### config.mk
export PLATFORM = sky130hd
export DESIGN_NAME = status_output_mux
export DESIGN_NICKNAME = d
export VERILOG_FILES = /design/src/status_mux_pkg.sv /design/src/sync_three.sv /design/src/status_output_mux.sv
export SDC_FILE = /design/constraint.sdc
export NUM_CORES = 1
export LEC_CHECK = 0
export BUFFER_PORTS_ARGS = -buffer_cell sky130_fd_sc_hd__buf_4
export CORE_MARGIN = 2
export CORE_UTILIZATION = 50
export CTS_CLUSTER_SIZE = 40
export DETAILED_ROUTE_END_ITERATION = 8
export PLACE_DENSITY = 0.82
export SYNTH_ARGS = -nofsm -noshare
export SYNTH_HDL_FRONTEND = slang
export SYNTH_SLANG_ARGS = --single-unit
### constraint.sdc
create_clock -name clk -period 2.03 [get_ports clk]
set_input_delay 0.203 -clock clk [delete_from_list [all_inputs] [get_ports clk]]
set_output_delay 0.203 -clock clk [all_outputs]
set_load 0.01 [all_outputs]
### src/status_mux_pkg.sv
// constants, row codes and carrier structs of the status output multiplexer
package status_mux_pkg;
	// register addresses
	localparam logic [9:0] ADDR_POINTER  = 10'h035;
	localparam logic [9:0] ADDR_ENABLE   = 10'h036;
	localparam logic [9:0] ADDR_LOCKMODE = 10'h037;
	localparam logic [9:0] ADDR_STATUS   = 10'h038;
	// reset values
	localparam logic [7:0] POINTER_RST  = 8'h00;
	localparam logic [7:0] ENABLE_RST   = 8'hff;
	localparam logic [1:0] LOCKMODE_RST = 2'h0;
	// status register field positions
	localparam int ST_CAL_DONE = 0;
	localparam int ST_TX_PUMP  = 1;
	localparam int ST_RX_PUMP  = 2;
	localparam int ST_TX_LOCK  = 3;
	localparam int ST_RX_LOCK  = 4;
	localparam int ST_BB_LOCK  = 5;
	// synthesizer index in lock arrays
	localparam int SYN_TX = 0;
	localparam int SYN_RX = 1;
	localparam int SYN_BB = 2;
	// row codes of the pointer register
	localparam logic [7:0] ROW_CAL_DONE  = 8'h00;
	localparam logic [7:0] ROW_PLL_LOCK  = 8'h01;
	localparam logic [7:0] ROW_CAL_BUSY  = 8'h02;
	localparam logic [7:0] ROW_OVERLOAD  = 8'h03;
	localparam logic [7:0] ROW_GAIN2     = 8'h04;
	localparam logic [7:0] ROW_AGC2      = 8'h05;
	localparam logic [7:0] ROW_GAIN1     = 8'h06;
	localparam logic [7:0] ROW_AGC1      = 8'h07;
	localparam logic [7:0] ROW_FAST_AGC  = 8'h08;
	localparam logic [7:0] ROW_RXTX_ON   = 8'h09;
	localparam logic [7:0] ROW_OVF1      = 8'h0a;
	localparam logic [7:0] ROW_SEQ_STATE = 8'h0b;
	localparam logic [7:0] ROW_PEAK      = 8'h0c;
	localparam logic [7:0] ROW_TX_QUAD   = 8'h0d;
	localparam logic [7:0] ROW_BB_DC     = 8'h0e;
	localparam logic [7:0] ROW_STATE1    = 8'h0f;
	localparam logic [7:0] ROW_STATE2    = 8'h10;
	localparam logic [7:0] ROW_AUX_WORD  = 8'h11;
	localparam logic [7:0] ROW_POWER1    = 8'h12;
	localparam logic [7:0] ROW_POWER2    = 8'h13;
	localparam logic [7:0] ROW_OVF2      = 8'h14;
	localparam logic [7:0] ROW_TRACK1    = 8'h15;
	localparam logic [7:0] ROW_INDEX1    = 8'h16;
	localparam logic [7:0] ROW_INDEX2    = 8'h17;
	localparam logic [7:0] ROW_TRACK2    = 8'h18;
	localparam logic [7:0] ROW_PUMP_CODE = 8'h19;
	localparam logic [7:0] ROW_RX_LEVEL  = 8'h1a;
	localparam logic [7:0] ROW_TX_LEVEL  = 8'h1b;
	localparam logic [7:0] ROW_RX_TUNE   = 8'h1c;
	localparam logic [7:0] ROW_TX_TUNE   = 8'h1d;
	localparam logic [7:0] ROW_THRESH1   = 8'h1e;
	localparam logic [7:0] ROW_THRESH2   = 8'h1f;

	// calibration running levels from the sequencer
	typedef struct packed {
		logic rfOffset, bbOffset, rx1Quad, tx1Quad, rx2Quad, tx2Quad;
		logic gainStep, txMon, rxFilter, txFilter, rxVco, txVco;
		logic txPump, rxPump, seqPending;
	} cal_busy_s;

	// per-channel receive and transmit status
	typedef struct packed {
		logic       lowPower, lgMix, lgConv, smConv, gainLock;
		logic       energyLost, stronger, gainChange, filtPwrRdy, convPwrRdy;
		logic [2:0] agcState;
		logic [6:0] gain;
		logic       signalPresent, dcUpdate, dcMeasure, dcTrackCnt;
		logic       rssiEn, decPwrEn, convPwrEn, lowThresh, highThresh;
		logic       gainUpdExp, resetPeak, digSat;
		logic [1:0] rfOffsetState, txQuadStatus;
		logic       txQuadDone, rssiPreRdy, rssiSymRdy;
		logic [6:0] overflow;
	} chan_stat_s;

	// synthesizer calibration results
	typedef struct packed {
		logic [8:0] tune;
		logic [6:0] levelCode;
		logic [3:0] pumpCode;
	} synth_cal_s;

	// device wide status
	typedef struct packed {
		logic        rxOn, txOn, gainFreeze, tempValid, auxValid;
		logic [11:0] auxWord;
		logic [3:0]  seqState, radioState;
	} misc_stat_s;

	// register port request
	typedef struct packed {
		logic [9:0] addr;
		logic [7:0] wdata;
		logic       wr, rd;
	} reg_req_s;
endpackage

### src/sync_three.sv
// three-stage input synchroniser with agreement filter
module sync_three #(
	parameter int WIDTH = 3
) (
	input  wire logic             clk,
	input  wire logic             resetn,
	input  wire logic             cen,
	input  wire logic [WIDTH-1:0] din,
	output logic      [WIDTH-1:0] dout
);
	logic [WIDTH-1:0] s1_r; // metastable stage, read only by s2
	logic [WIDTH-1:0] s2_r;
	logic [WIDTH-1:0] s3_r;

	// shift chain
	always_ff @(posedge clk or negedge resetn)
		if (!resetn)
		begin
			s1_r <= '0;
			s2_r <= '0;
			s3_r <= '0;
		end
		else if (cen)
		begin
			s1_r <= din;
			s2_r <= s1_r;
			s3_r <= s2_r;
		end

	// a bit moves only once stages two and three agree
	always_ff @(posedge clk or negedge resetn)
		if (!resetn)
			dout <= '0;
		else if (cen)
			dout <= (s2_r & s3_r) | (dout & (s2_r | s3_r));
endmodule // sync_three

### src/status_output_mux.sv
// status output multiplexer: row pointer, pin enable, calibration flags
// Operation
// pins show pointer row, disabled pins low
// cal done low at reset, tracks listed cals
// sequenced cals: done rises after all finish
// tx pump done low, low during runs
// rx pump done follows rx pump cal
// filter tuning done high, low while tuning
// gain step and rx vco busy flags
// row two shows per-cal busy flags
// row one locks, pins four-zero low
// continuous lock: locked and no cal
// single shot lock sampled after vco cal
// baseband lock pin follows baseband lock
// row three pin seven channel one low power
// undefined row bits carry no meaning
// host waits for calibration end
// row 0x15 channel one tracking, low nibble zero
// row 0x18 channel two tracking and enables
// row 0x1e thresholds, gain state, valids
// rows 0x12/0x13 power and gain state
// rows 0x1a-0x1d vco calibration results
// row 0x0d tx quadrature status fields
// row 0x14 channel two overflow flags
// row 0x10 channel two state fields
// row zero pin zero is tx vco busy
//
// The implementer's own choices: the register offsets and the address-and-strobe port.
module status_output_mux (
	input  wire logic                       clk,
	input  wire logic                       resetn,
	input  wire logic                       cen,
	input  wire status_mux_pkg::reg_req_s   regReq,
	output logic [7:0]                      rdData,
	input  wire status_mux_pkg::cal_busy_s  calBusy,
	input  wire status_mux_pkg::chan_stat_s chan1,
	input  wire status_mux_pkg::chan_stat_s chan2,
	input  wire status_mux_pkg::synth_cal_s txSynth,
	input  wire status_mux_pkg::synth_cal_s rxSynth,
	input  wire status_mux_pkg::misc_stat_s misc,
	input  wire logic [2:0]                 pllLockRaw,
	input  wire logic [1:0]                 intWordWrite,
	output logic [7:0]                      statusPins
);
	logic [7:0] pointer_r;   // selected row
	logic [7:0] enable_r;    // per-pin enable
	logic [1:0] lockMode_r;  // 1 = single shot detector
	logic [2:0] lockSync;    // filtered lock levels
	logic       calDone_r;   // all listed cals finished
	logic       runPrev_r;   // listed run active last cycle
	logic [1:0] pumpDone_r;  // charge pump cal done flags
	logic [1:0] pumpPrev_r;  // pump busy last cycle
	logic [1:0] armed_r;     // integer word written, awaiting vco cal
	logic [1:0] shot_r;      // single shot lock result
	logic [1:0] vcoPrev_r;   // vco busy last cycle
	logic [1:0] lockPin;     // rf lock pin values
	logic [1:0] pumpBusy;    // pump busy per synth
	logic [1:0] vcoBusy;     // vco busy per synth
	logic       listedBusy;  // a cal that moves cal done runs
	logic       runActive;   // listed cal running or pending
	logic       anyCalBusy;  // any calibration at all
	logic [7:0] rowBits;     // selected row before masking
	logic [7:0] statusWord;  // status register view

	// lock levels arrive from the analog side, so filter them
	sync_three #(
		.WIDTH (3)
	) u_lock_sync (
		.clk    (clk),
		.resetn (resetn),
		.cen    (cen),
		.din    (pllLockRaw),
		.dout   (lockSync)
	);

	// calibration groupings
	assign listedBusy = calBusy.rfOffset | calBusy.bbOffset | calBusy.rx1Quad
		| calBusy.tx1Quad | calBusy.rx2Quad | calBusy.tx2Quad
		| calBusy.gainStep;
	// pending keeps cal done low between sequenced steps
	assign runActive  = listedBusy | calBusy.seqPending;
	assign anyCalBusy = listedBusy | calBusy.txMon | calBusy.rxFilter
		| calBusy.txFilter | calBusy.rxVco | calBusy.txVco
		| calBusy.txPump | calBusy.rxPump;
	assign pumpBusy = {calBusy.rxPump, calBusy.txPump};
	assign vcoBusy  = {calBusy.rxVco, calBusy.txVco};

	// register writes
	always_ff @(posedge clk or negedge resetn)
		if (!resetn)
		begin
			pointer_r  <= status_mux_pkg::POINTER_RST;
			enable_r   <= status_mux_pkg::ENABLE_RST;
			lockMode_r <= status_mux_pkg::LOCKMODE_RST;
		end
		else if (cen && regReq.wr)
		begin
			if (regReq.addr == status_mux_pkg::ADDR_POINTER)
				pointer_r <= regReq.wdata;
			else if (regReq.addr == status_mux_pkg::ADDR_ENABLE)
				enable_r <= regReq.wdata;
			else if (regReq.addr == status_mux_pkg::ADDR_LOCKMODE)
				lockMode_r <= regReq.wdata[1:0];
			// other addresses: write ignored
		end

	// status register view of block state
	always_comb
	begin
		statusWord = 8'h00;
		statusWord[status_mux_pkg::ST_CAL_DONE] = calDone_r;
		statusWord[status_mux_pkg::ST_TX_PUMP]  = pumpDone_r[status_mux_pkg::SYN_TX];
		statusWord[status_mux_pkg::ST_RX_PUMP]  = pumpDone_r[status_mux_pkg::SYN_RX];
		statusWord[status_mux_pkg::ST_TX_LOCK]  = lockPin[status_mux_pkg::SYN_TX];
		statusWord[status_mux_pkg::ST_RX_LOCK]  = lockPin[status_mux_pkg::SYN_RX];
		statusWord[status_mux_pkg::ST_BB_LOCK]  = lockSync[status_mux_pkg::SYN_BB];
	end

	// read data stands only in the cycle after the strobe
	always_ff @(posedge clk or negedge resetn)
		if (!resetn)
			rdData <= 8'h00;
		else if (cen)
		begin
			if (!regReq.rd)
				rdData <= 8'h00;
			else if (regReq.addr == status_mux_pkg::ADDR_POINTER)
				rdData <= pointer_r;
			else if (regReq.addr == status_mux_pkg::ADDR_ENABLE)
				rdData <= enable_r;
			else if (regReq.addr == status_mux_pkg::ADDR_LOCKMODE)
				rdData <= {6'h00, lockMode_r};
			else if (regReq.addr == status_mux_pkg::ADDR_STATUS)
				rdData <= statusWord;
			else
				rdData <= 8'h00; // unmapped reads zero
		end

	// cal done: low from reset, cleared by any listed run or pending step, set when runs end
	always_ff @(posedge clk or negedge resetn)
		if (!resetn)
		begin
			calDone_r <= 1'b0;
			runPrev_r <= 1'b0;
		end
		else if (cen)
		begin
			runPrev_r <= runActive;
			if (runActive)
				calDone_r <= 1'b0;
			else if (runPrev_r)
				calDone_r <= 1'b1;
		end

	// charge pump and single shot lock, one copy per rf synth
	genvar g;
	generate
		for (g = 0; g < 2; g++)
		begin : g_synth
			// pump done: low during a run, high once it ends
			always_ff @(posedge clk or negedge resetn)
				if (!resetn)
				begin
					pumpDone_r[g] <= 1'b0;
					pumpPrev_r[g] <= 1'b0;
				end
				else if (cen)
				begin
					pumpPrev_r[g] <= pumpBusy[g];
					if (pumpBusy[g])
						pumpDone_r[g] <= 1'b0;
					else if (pumpPrev_r[g])
						pumpDone_r[g] <= 1'b1;
				end

			// single shot: sample lock when the vco cal after a word write ends;
			// a fresh write in the same cycle rearms and wins
			always_ff @(posedge clk or negedge resetn)
				if (!resetn)
				begin
					armed_r[g]   <= 1'b0;
					shot_r[g]    <= 1'b0;
					vcoPrev_r[g] <= 1'b0;
				end
				else if (cen)
				begin
					vcoPrev_r[g] <= vcoBusy[g];
					if (armed_r[g] && vcoPrev_r[g] && !vcoBusy[g])
						shot_r[g] <= lockSync[g];
					if (intWordWrite[g])
						armed_r[g] <= 1'b1;
					else if (vcoPrev_r[g] && !vcoBusy[g])
						armed_r[g] <= 1'b0;
				end

			// continuous mode never reports lock while a cal runs
			assign lockPin[g] = lockMode_r[g] ? shot_r[g]
				: (lockSync[g] & ~anyCalBusy);
		end
	endgenerate

	// row selection; rows and pins with no signal drive low
	always_comb
	begin
		rowBits = 8'h00;
		case (pointer_r)
			status_mux_pkg::ROW_CAL_DONE:
				rowBits = {calDone_r, pumpDone_r[status_mux_pkg::SYN_TX],
					pumpDone_r[status_mux_pkg::SYN_RX],
					~calBusy.rxFilter, ~calBusy.txFilter,
					calBusy.gainStep, calBusy.rxVco,
					calBusy.txVco};
			status_mux_pkg::ROW_PLL_LOCK:
				rowBits = {lockPin[status_mux_pkg::SYN_TX], lockPin[status_mux_pkg::SYN_RX],
					lockSync[status_mux_pkg::SYN_BB], 5'h00};
			status_mux_pkg::ROW_CAL_BUSY:
				rowBits = {calBusy.bbOffset, calBusy.rfOffset, calBusy.rx1Quad,
					calBusy.tx1Quad, calBusy.rx2Quad, calBusy.tx2Quad,
					calBusy.gainStep, calBusy.txMon};
			status_mux_pkg::ROW_OVERLOAD:
				rowBits = {chan1.lowPower, chan1.lgMix, chan1.lgConv, chan1.smConv,
					chan2.lowPower, chan2.lgMix, chan2.lgConv, chan2.smConv};
			status_mux_pkg::ROW_GAIN2:
				rowBits = {chan2.gain[6:2], chan2.lgMix, chan2.lgConv, chan2.gainLock};
			status_mux_pkg::ROW_AGC2:
				rowBits = {chan2.gainChange, chan1.gainChange, chan2.lowPower,
					chan2.lgMix, chan2.lgConv, chan2.gainLock,
					chan2.energyLost, chan2.stronger};
			status_mux_pkg::ROW_GAIN1:
				rowBits = {chan1.lowPower, chan1.lgMix, chan1.lgConv, chan1.gain[6:2]};
			status_mux_pkg::ROW_AGC1:
				rowBits = {chan1.lowPower, chan1.lgMix, chan1.lgConv, chan1.smConv,
					chan1.agcState, chan1.gainLock};
			status_mux_pkg::ROW_FAST_AGC:
				rowBits = {chan1.stronger, chan1.gainLock, chan1.energyLost,
					chan1.gainChange, chan2.stronger, chan2.gainLock,
					chan2.energyLost, chan2.gainChange};
			status_mux_pkg::ROW_RXTX_ON:
				rowBits = {misc.rxOn, chan1.rssiPreRdy, chan1.rssiSymRdy, misc.txOn,
					chan2.rssiPreRdy, chan2.rssiSymRdy, 2'h0};
			status_mux_pkg::ROW_OVF1:
				rowBits = {chan1.overflow, 1'b0};
			status_mux_pkg::ROW_SEQ_STATE:
				rowBits = {misc.seqState, misc.radioState};
			status_mux_pkg::ROW_PEAK:
				rowBits = {chan1.energyLost, chan1.resetPeak, chan2.energyLost,
					chan2.resetPeak, misc.gainFreeze, chan1.digSat,
					chan2.digSat, 1'b0};
			status_mux_pkg::ROW_TX_QUAD:
				rowBits = {chan1.txQuadStatus, chan1.txQuadDone, calBusy.rfOffset,
					chan2.txQuadStatus, chan2.txQuadDone, 1'b0};
			status_mux_pkg::ROW_BB_DC:
				rowBits = {3'h0, calBusy.bbOffset, 4'h0};
			status_mux_pkg::ROW_STATE1:
				rowBits = {chan1.agcState, chan1.resetPeak, chan2.resetPeak,
					chan1.rfOffsetState, 1'b0};
			status_mux_pkg::ROW_STATE2:
				rowBits = {chan2.agcState, chan2.rssiEn, chan1.rssiEn,
					chan2.rfOffsetState, 1'b0};
			status_mux_pkg::ROW_AUX_WORD:
				rowBits = misc.auxWord[11:4];
			status_mux_pkg::ROW_POWER1:
				rowBits = {chan1.filtPwrRdy, chan1.gainLock, chan1.energyLost,
					chan1.stronger, chan1.convPwrRdy, chan1.agcState};
			status_mux_pkg::ROW_POWER2:
				rowBits = {chan2.filtPwrRdy, chan2.gainLock, chan2.energyLost,
					chan2.stronger, chan2.convPwrRdy, chan2.agcState};
			status_mux_pkg::ROW_OVF2:
				rowBits = {chan2.overflow, 1'b0};
			status_mux_pkg::ROW_TRACK1:
				rowBits = {chan1.signalPresent, chan1.dcUpdate, chan1.dcMeasure,
					chan1.dcTrackCnt, 4'h0};
			status_mux_pkg::ROW_INDEX1:
				rowBits = {chan1.gainLock, chan1.gain};
			status_mux_pkg::ROW_INDEX2:
				rowBits = {chan2.gainLock, chan2.gain};
			status_mux_pkg::ROW_TRACK2:
				rowBits = {chan2.signalPresent, chan2.dcUpdate, chan2.dcMeasure,
					chan2.dcTrackCnt, chan2.decPwrEn, chan2.convPwrEn,
					chan1.decPwrEn, chan1.convPwrEn};
			status_mux_pkg::ROW_PUMP_CODE:
				rowBits = {rxSynth.pumpCode, txSynth.pumpCode};
			status_mux_pkg::ROW_RX_LEVEL:
				rowBits = {rxSynth.tune[8], rxSynth.levelCode};
			status_mux_pkg::ROW_TX_LEVEL:
				rowBits = {txSynth.tune[8], txSynth.levelCode};
			status_mux_pkg::ROW_RX_TUNE:
				rowBits = rxSynth.tune[7:0];
			status_mux_pkg::ROW_TX_TUNE:
				rowBits = txSynth.tune[7:0];
			status_mux_pkg::ROW_THRESH1:
				rowBits = {chan1.lowThresh, chan1.highThresh, chan1.gainUpdExp,
					chan1.agcState[1:0], chan1.gainChange,
					misc.tempValid, misc.auxValid};
			status_mux_pkg::ROW_THRESH2:
				rowBits = {chan2.lowThresh, chan2.highThresh, chan2.gainUpdExp,
					chan2.agcState[1:0], chan2.gainChange, 2'h0};
			default:
				rowBits = 8'h00;
		endcase
	end

	// pins registered so the host sees glitch-free levels, one cycle late
	always_ff @(posedge clk or negedge resetn)
		if (!resetn)
			statusPins <= 8'h00;
		else if (cen)
			statusPins <= rowBits & enable_r;
endmodule // status_output_mux

# Yosys cells after proc, flatten, opt, wreduce, memory -nomap -nowiden
# Index checks and enable logic that the tools add are counted.
# op_classes
n_mux	18
n_bitwise	26
reduce_logical	25
eq_ne	35
# op_table
cell	n
8-bit one-hot mux with 32 select lines	1
8-bit by 5-bit == test with 1-bit output, second input constant	16
8-bit by 4-bit == test with 1-bit output, second input constant	8
10-bit by 6-bit == test with 1-bit output, second input constant	4
8-bit by 3-bit == test with 1-bit output, second input constant	4
8-bit 2-to-1 mux	3
8-bit by 2-bit == test with 1-bit output, second input constant	2
2-bit AND reduction	8
1-bit bitwise OR	14
1-bit 2-to-1 mux	12
6-bit 2-to-1 mux	2
2-bit nonzero test	5
8-bit bitwise AND	1
8-bit by 1-bit == test with 1-bit output, second input constant	1
8-bit logical NOT	1
1-bit logical AND	7
3-bit bitwise AND	2
3-bit bitwise OR	2
1-bit inverter	5
4-bit AND reduction	1
3-bit AND reduction	1
1-bit bitwise AND	2
1-bit logical NOT	2
# totals
wordCells	125
input_bits	200
regBits	58

# Depth between registers and ports, before layout
# depth
word_depth	21
depth_mapped	8
ltp_nobuf	5

# Hierarchy
# A second synthesis with hierarchy kept.
# unflattened
hier_cells	512
hier_area_um2	4692.0
# modules_own_cells
mod	instances	cells_each	area_each_um2	seq_area_each_um2
status_output_mux	1	476	4179.0	1161.1
sync_three	1	36	513.0	300.3

# Worst setup path before layout
# Ideal clock, no wire load.
# synth_timing
kind	register -> register
startpoint	reg pointer_r[0]
endpoint	reg statusPins[3]
setup_slack_ns	0.361
stages_incl_launch_ff	8
arrival_time_ns	1.530
path_cell_list	dfrtp_1 > buf_4 > buf_6 > mux2_4 > a22oi_1 > nor2_1 > a2111oi_0 > a31oi_1
# synth_via
elab_chain_cells	3
# synth_rtl
element	line	source
start: declaration	status_output_mux.sv:45	logic [7:0] pointer_r;
start signal: assignment	status_output_mux.sv:92	pointer_r <= status_mux_pkg::POINTER_RST;
start signal: assignment	status_output_mux.sv:99	pointer_r <= regReq.wdata;
8-bit by 5-bit == test with 1-bit output, or another cell as far along	status_output_mux.sv:206	case (pointer_r)
8-bit one-hot mux with 32 select lines *	status_output_mux.sv:206	
8-bit bitwise AND *	status_output_mux.sv:308	statusPins <= rowBits & enable_r;
end signal: assignment	status_output_mux.sv:308	
end: declaration	status_output_mux.sv:43	output logic [7:0] statusPins
# Mark *: on every way between the ends. The rest lies on a longest branch, timed or not.
# A chain may end at the register's enable or synchronous reset.

# Worst setup path in the final report
# layout_timing
startpoint	reg pointer_r[6]
endpoint	reg statusPins[5]
# The elaborated chain is that of the path after synthesis.

==> results by group <==
Yosys
  • EDFF count, synth: 0
  • Post-synthesis cell count: 602
  • Post-Synth XOR/XNOR Area: 0%
  • Syn Nets: 802
  • Leading post-synthesis cells by cell area: dfrtp_1, mux2_2, nand2_1
  • Synth Cell Area: 5240 um^2
  • Seq/Total Area, Yosys: 27.9%
  • Yosys warnings: 0
  • Post-synth top flop: dfrtp_1
  • Combinational family with the most area after synthesis: simple AND/OR/NAND/NOR gates
  • Top-area cell type share of the netlist area: 23.9%
  • Synth Area in Compound Gates: 22.4%
  • Simple-gate share of the synthesized area: 26.8%
  • Synth Area in Adders: 0%
  • Asr flop ratio synth: 100%
  • Seq cells post-synth: 58
  • Share of synthesized area spent on multiplexers: 15.6%
  • Cell variety after synth: 70
  • Synth area leader: dfrtp_1
  • Synth Area per Inst: 8.71 um^2

Die
  • Cell Rows: 37
  • CORE AREA: 10200 um^2
  • Die H: 106 um
  • Die area: 11300 um^2
  • Die Span X: 106 um
  • Starting Density: 51.2%
  • IO Pins: 216

Finish
  • Share of post-route cells with drive strength above 1: 48.3%
  • Flip-flop and latch area: 1470 um^2
  • P&R area growth vs syn: 49.7%
  • Filler Cell Count: 736
  • Multi-input logic area: 3490 um^2
  • Fin area: 7840 um^2
  • Number of diodes: 0
  • Post-layout net count: 1065

Routing
  • DRC: 0
  • Via count: 6681
  • Avg WL per Cell: 24.9 um
  • Drt pass-1 iters: 9
  • Initial DRC count: 846
  • Final wirelength: 25100 um
  • Post-route ant nets: 0
  • Vias per cell: 6.64

Timing
  • Setup Skew: 0.0188 ns
  • Final Hold Vio Count: 0
  • Fin. max-slew vios: 0
  • F_max: 497 MHz
  • Slew Limit Headroom: 49.4%
  • TNS Setup: 0 ns
  • Crit path time final: 2.01 ns
  • Endpoints failing setup: 0
  • Slew @ Worst Pin: 0.759 ns
  • WHS: 0.0373 ns
  • Final period utilization: 99.2%
  • RSZ-0062 raised after global routing: yes

Clocking
  • Worst skew pair latency: 0.36 ns
  • Clock buffer depth: 2
  • Clk sinks: 58
  • TritonCTS buffer count: 9
  • Root buf cell: clkbuf_8
  • CTS tree: yes
  • Clk pin slew, worst setup/hold paths: 0.09 ns
  • H-tree depth: 3

Critical path
  • Crit-path max cell delay: 0.49 ns
  • R2r setup slk: 0.02 ns
  • CP cell instances: nor3b_4 -> buf_4 -> nand2_1 -> o22ai_1 -> nor4_2 -> a32oi_1
  • Slowest CP cell: dfrtp_2
  • Arrival @ worst endpoint: 2.29 ns
  • Launching point of the worst reg2reg path: pointer_r[6]$_DFFE_PN0P_
  • Reg-to-reg endpoint: statusPins[5]$_DFFE_PN0P_
  • CP endpoint kind: flop
  • Reg2Reg Depth: 6
  • Critical path launch point type: flop
  • Crit Path Category: reg2reg
  • CP required: 2.30 ns
  • Max FO, Critical Path: 10

Placement
  • Hpwl dp: 19500 um
  • Gpl congestion: 1.06
  • Placed Area: 7470 um^2
  • IO buf count: 211

Global route
  • Largest net degree at the start of global routing: 59
  • All-Layer GR Usage: 44.2%
  • First-pass GRT wire length: 37900 um
  • GR Overflow Total: 0
  • Antenna violations before repair: 0
  • Number of global-route vias before repair: 6832

Power
  • PwrDens: 446 nW/um^2
  • Worst IR Drop VDD: 0.000636 V
  • Lkg Pwr: 3.48 nW

Hold path
  • Hold Path End: pumpDone_r[0]$_DFFE_PN0P_
  • Hold Startpoint: calBusy[2]
  • Hold crit path type: in2reg
  • Worst hold path cell count: 2

Job
  • Max Cap Viol: 0

Outcome
  • Status: completed
==> synth_stat cells, types with 9 or more instances <==
master	number
o22ai_1	18
mux2_4	9
a21oi_1	19
mux2_2	37
nor2_1	26
inv_1	15
a31oi_1	10
nor2b_1	10
o32ai_1	9
dfrtp_1	50
o21ai_0	30
nand4_1	20
nor4_1	11
nand2_1	57
mux2i_1	20
nand3_1	27
clkbuf_1	10
and3b_1	12
buf_4	13
o211ai_1	11
a22oi_1	27
buf_2	24
and3_1	10
==> worst max-delay path: cells and delay by family (launching register included) <==
kind / cells / cell delay (ns)
AOI/OAI and AO/OA: 2 / 0.63
buffers and inverters: 1 / 0.25
DFF: 1 / 0.49
and+or+nand+nor: 3 / 0.56
==> cells in the final DEF, fill, tap and decap left out, types with 8 or more instances in the layout <==
| cell | netlist | final |
|---|---|---|
| mux2i_1 | 20 | 19 |
| o21ai_0 | 30 | 28 |
| mux2_4 | 9 | 9 |
| and3b_1 | 12 | 12 |
| buf_4 | 13 | 295 |
| o211ai_1 | 11 | 11 |
| buf_12 | 0 | 8 |
| nor3b_1 | 8 | 8 |
| nand4_1 | 20 | 20 |
| nor2b_1 | 10 | 9 |
| nand2_1 | 57 | 54 |
| dfrtp_1 | 50 | 43 |
| a31oi_1 | 10 | 10 |
| mux2_2 | 37 | 37 |
| a21oi_1 | 19 | 19 |
| nand3_1 | 27 | 27 |
| o22ai_1 | 18 | 18 |
| o32ai_1 | 9 | 8 |
| and3_1 | 10 | 10 |
| dfstp_2 | 8 | 8 |
| inv_1 | 15 | 15 |
| nor2_1 | 26 | 25 |
| clkbuf_8 | 0 | 9 |
| a22oi_1 | 27 | 27 |
==> power by group <==
group	switching (mW)	leakage, nW	internal [mW]
Sequential	0.0957	0.714	1.25
Combinational	0.362	2.64	0.434
Clock	0.533	0.124	0.825
Total	0.991	3.48	2.51
==> worst max-delay path by stage <==
stage,cells after the start,end,slack [ns],from
finish,6,statusPins[5]$_DFFE_PN0P_,0.02,pointer_r[6]$_DFFE_PN0P_
global route,7,statusPins[0]$_DFFE_PN0P_,-0.006,pointer_r[6]$_DFFE_PN0P_
CTS,6,statusPins[6]$_DFFE_PN0P_,0.002,pointer_r[4]$_DFFE_PN0P_
floorplan,7,statusPins[3]$_DFFE_PN0P_,0.36,pointer_r[0]$_DFFE_PN0P_
detailed placement,8,statusPins[3]$_DFFE_PN0P_,-0.04,pointer_r[2]$_DFFE_PN0P_
global placement,8,statusPins[3]$_DFFE_PN0P_,0.003,pointer_r[2]$_DFFE_PN0P_
==> cell families after synthesis <==
group	after synthesis
buffers and inverters	70
multiplexers	69
AO/OA/AOI/OAI	170
flip-flops	58
AND/OR/NAND/NOR	235
==> per-stage QoR <==
step                      std cells  worst slack [ns]  util (%)  power (mW)
final                          1006            0.0170      76.7        3.50
after global routing           1006          -0.00566      76.7        3.59
after CTS                      1004           0.00166      75.8        3.47
after detailed placement        987           -0.0389      73.0        2.11
after global placement          987           0.00344      73.0        2.07
after floorplan                 602             0.361         -        1.59
==> registers in the layout, indices dropped and copies added (netlist names) <==
name              flops
u_lock_sync.s3_r      3
u_lock_sync.dout      3
pointer_r             8
lockMode_r            2
rdData                8
enable_r              8
u_lock_sync.s1_r      3
statusPins            8
shot_r                2
pumpDone_r            2
vcoPrev_r             2
pumpPrev_r            2
calDone_r             1
armed_r               2
u_lock_sync.s2_r      3
runPrev_r             1
==> area by class of cell <==
cell class	instances	area share, %
Multi-Input combinational cell	474	44.5
Timing Repair Buffer	306	30.7
Sequential cell	58	18.7
Tap cell	136	2.17
Clock inverter	7	1.60
Clock buffer	9	1.58
Inverter	16	0.766
==> timing repair <==
| action | CTS | global route |
|---|---|---|
| hold buffers | 1 | 0 |
| buffers inserted | 0 | 2 |
| endpoints found under the setup margin | 3 | 8 |
| pin swaps | 0 | 2 |
| endpoints found under the hold margin | 50 | 0 |
| resized for setup | 4 | 22 |
==> per-layer routing <==
layer	wire length, um	share of wire (%)	GRT usage [%]	vias to the layer above
met4	1330	5.3	21.8	0
li1	-	-	-	2845
met5	0	0	0	-
met3	3360	13	11.7	123
met1	9010	36	55.6	3106
met2	11400	45	70.1	607
Note: power is estimated with default switching activity, not from simulation.
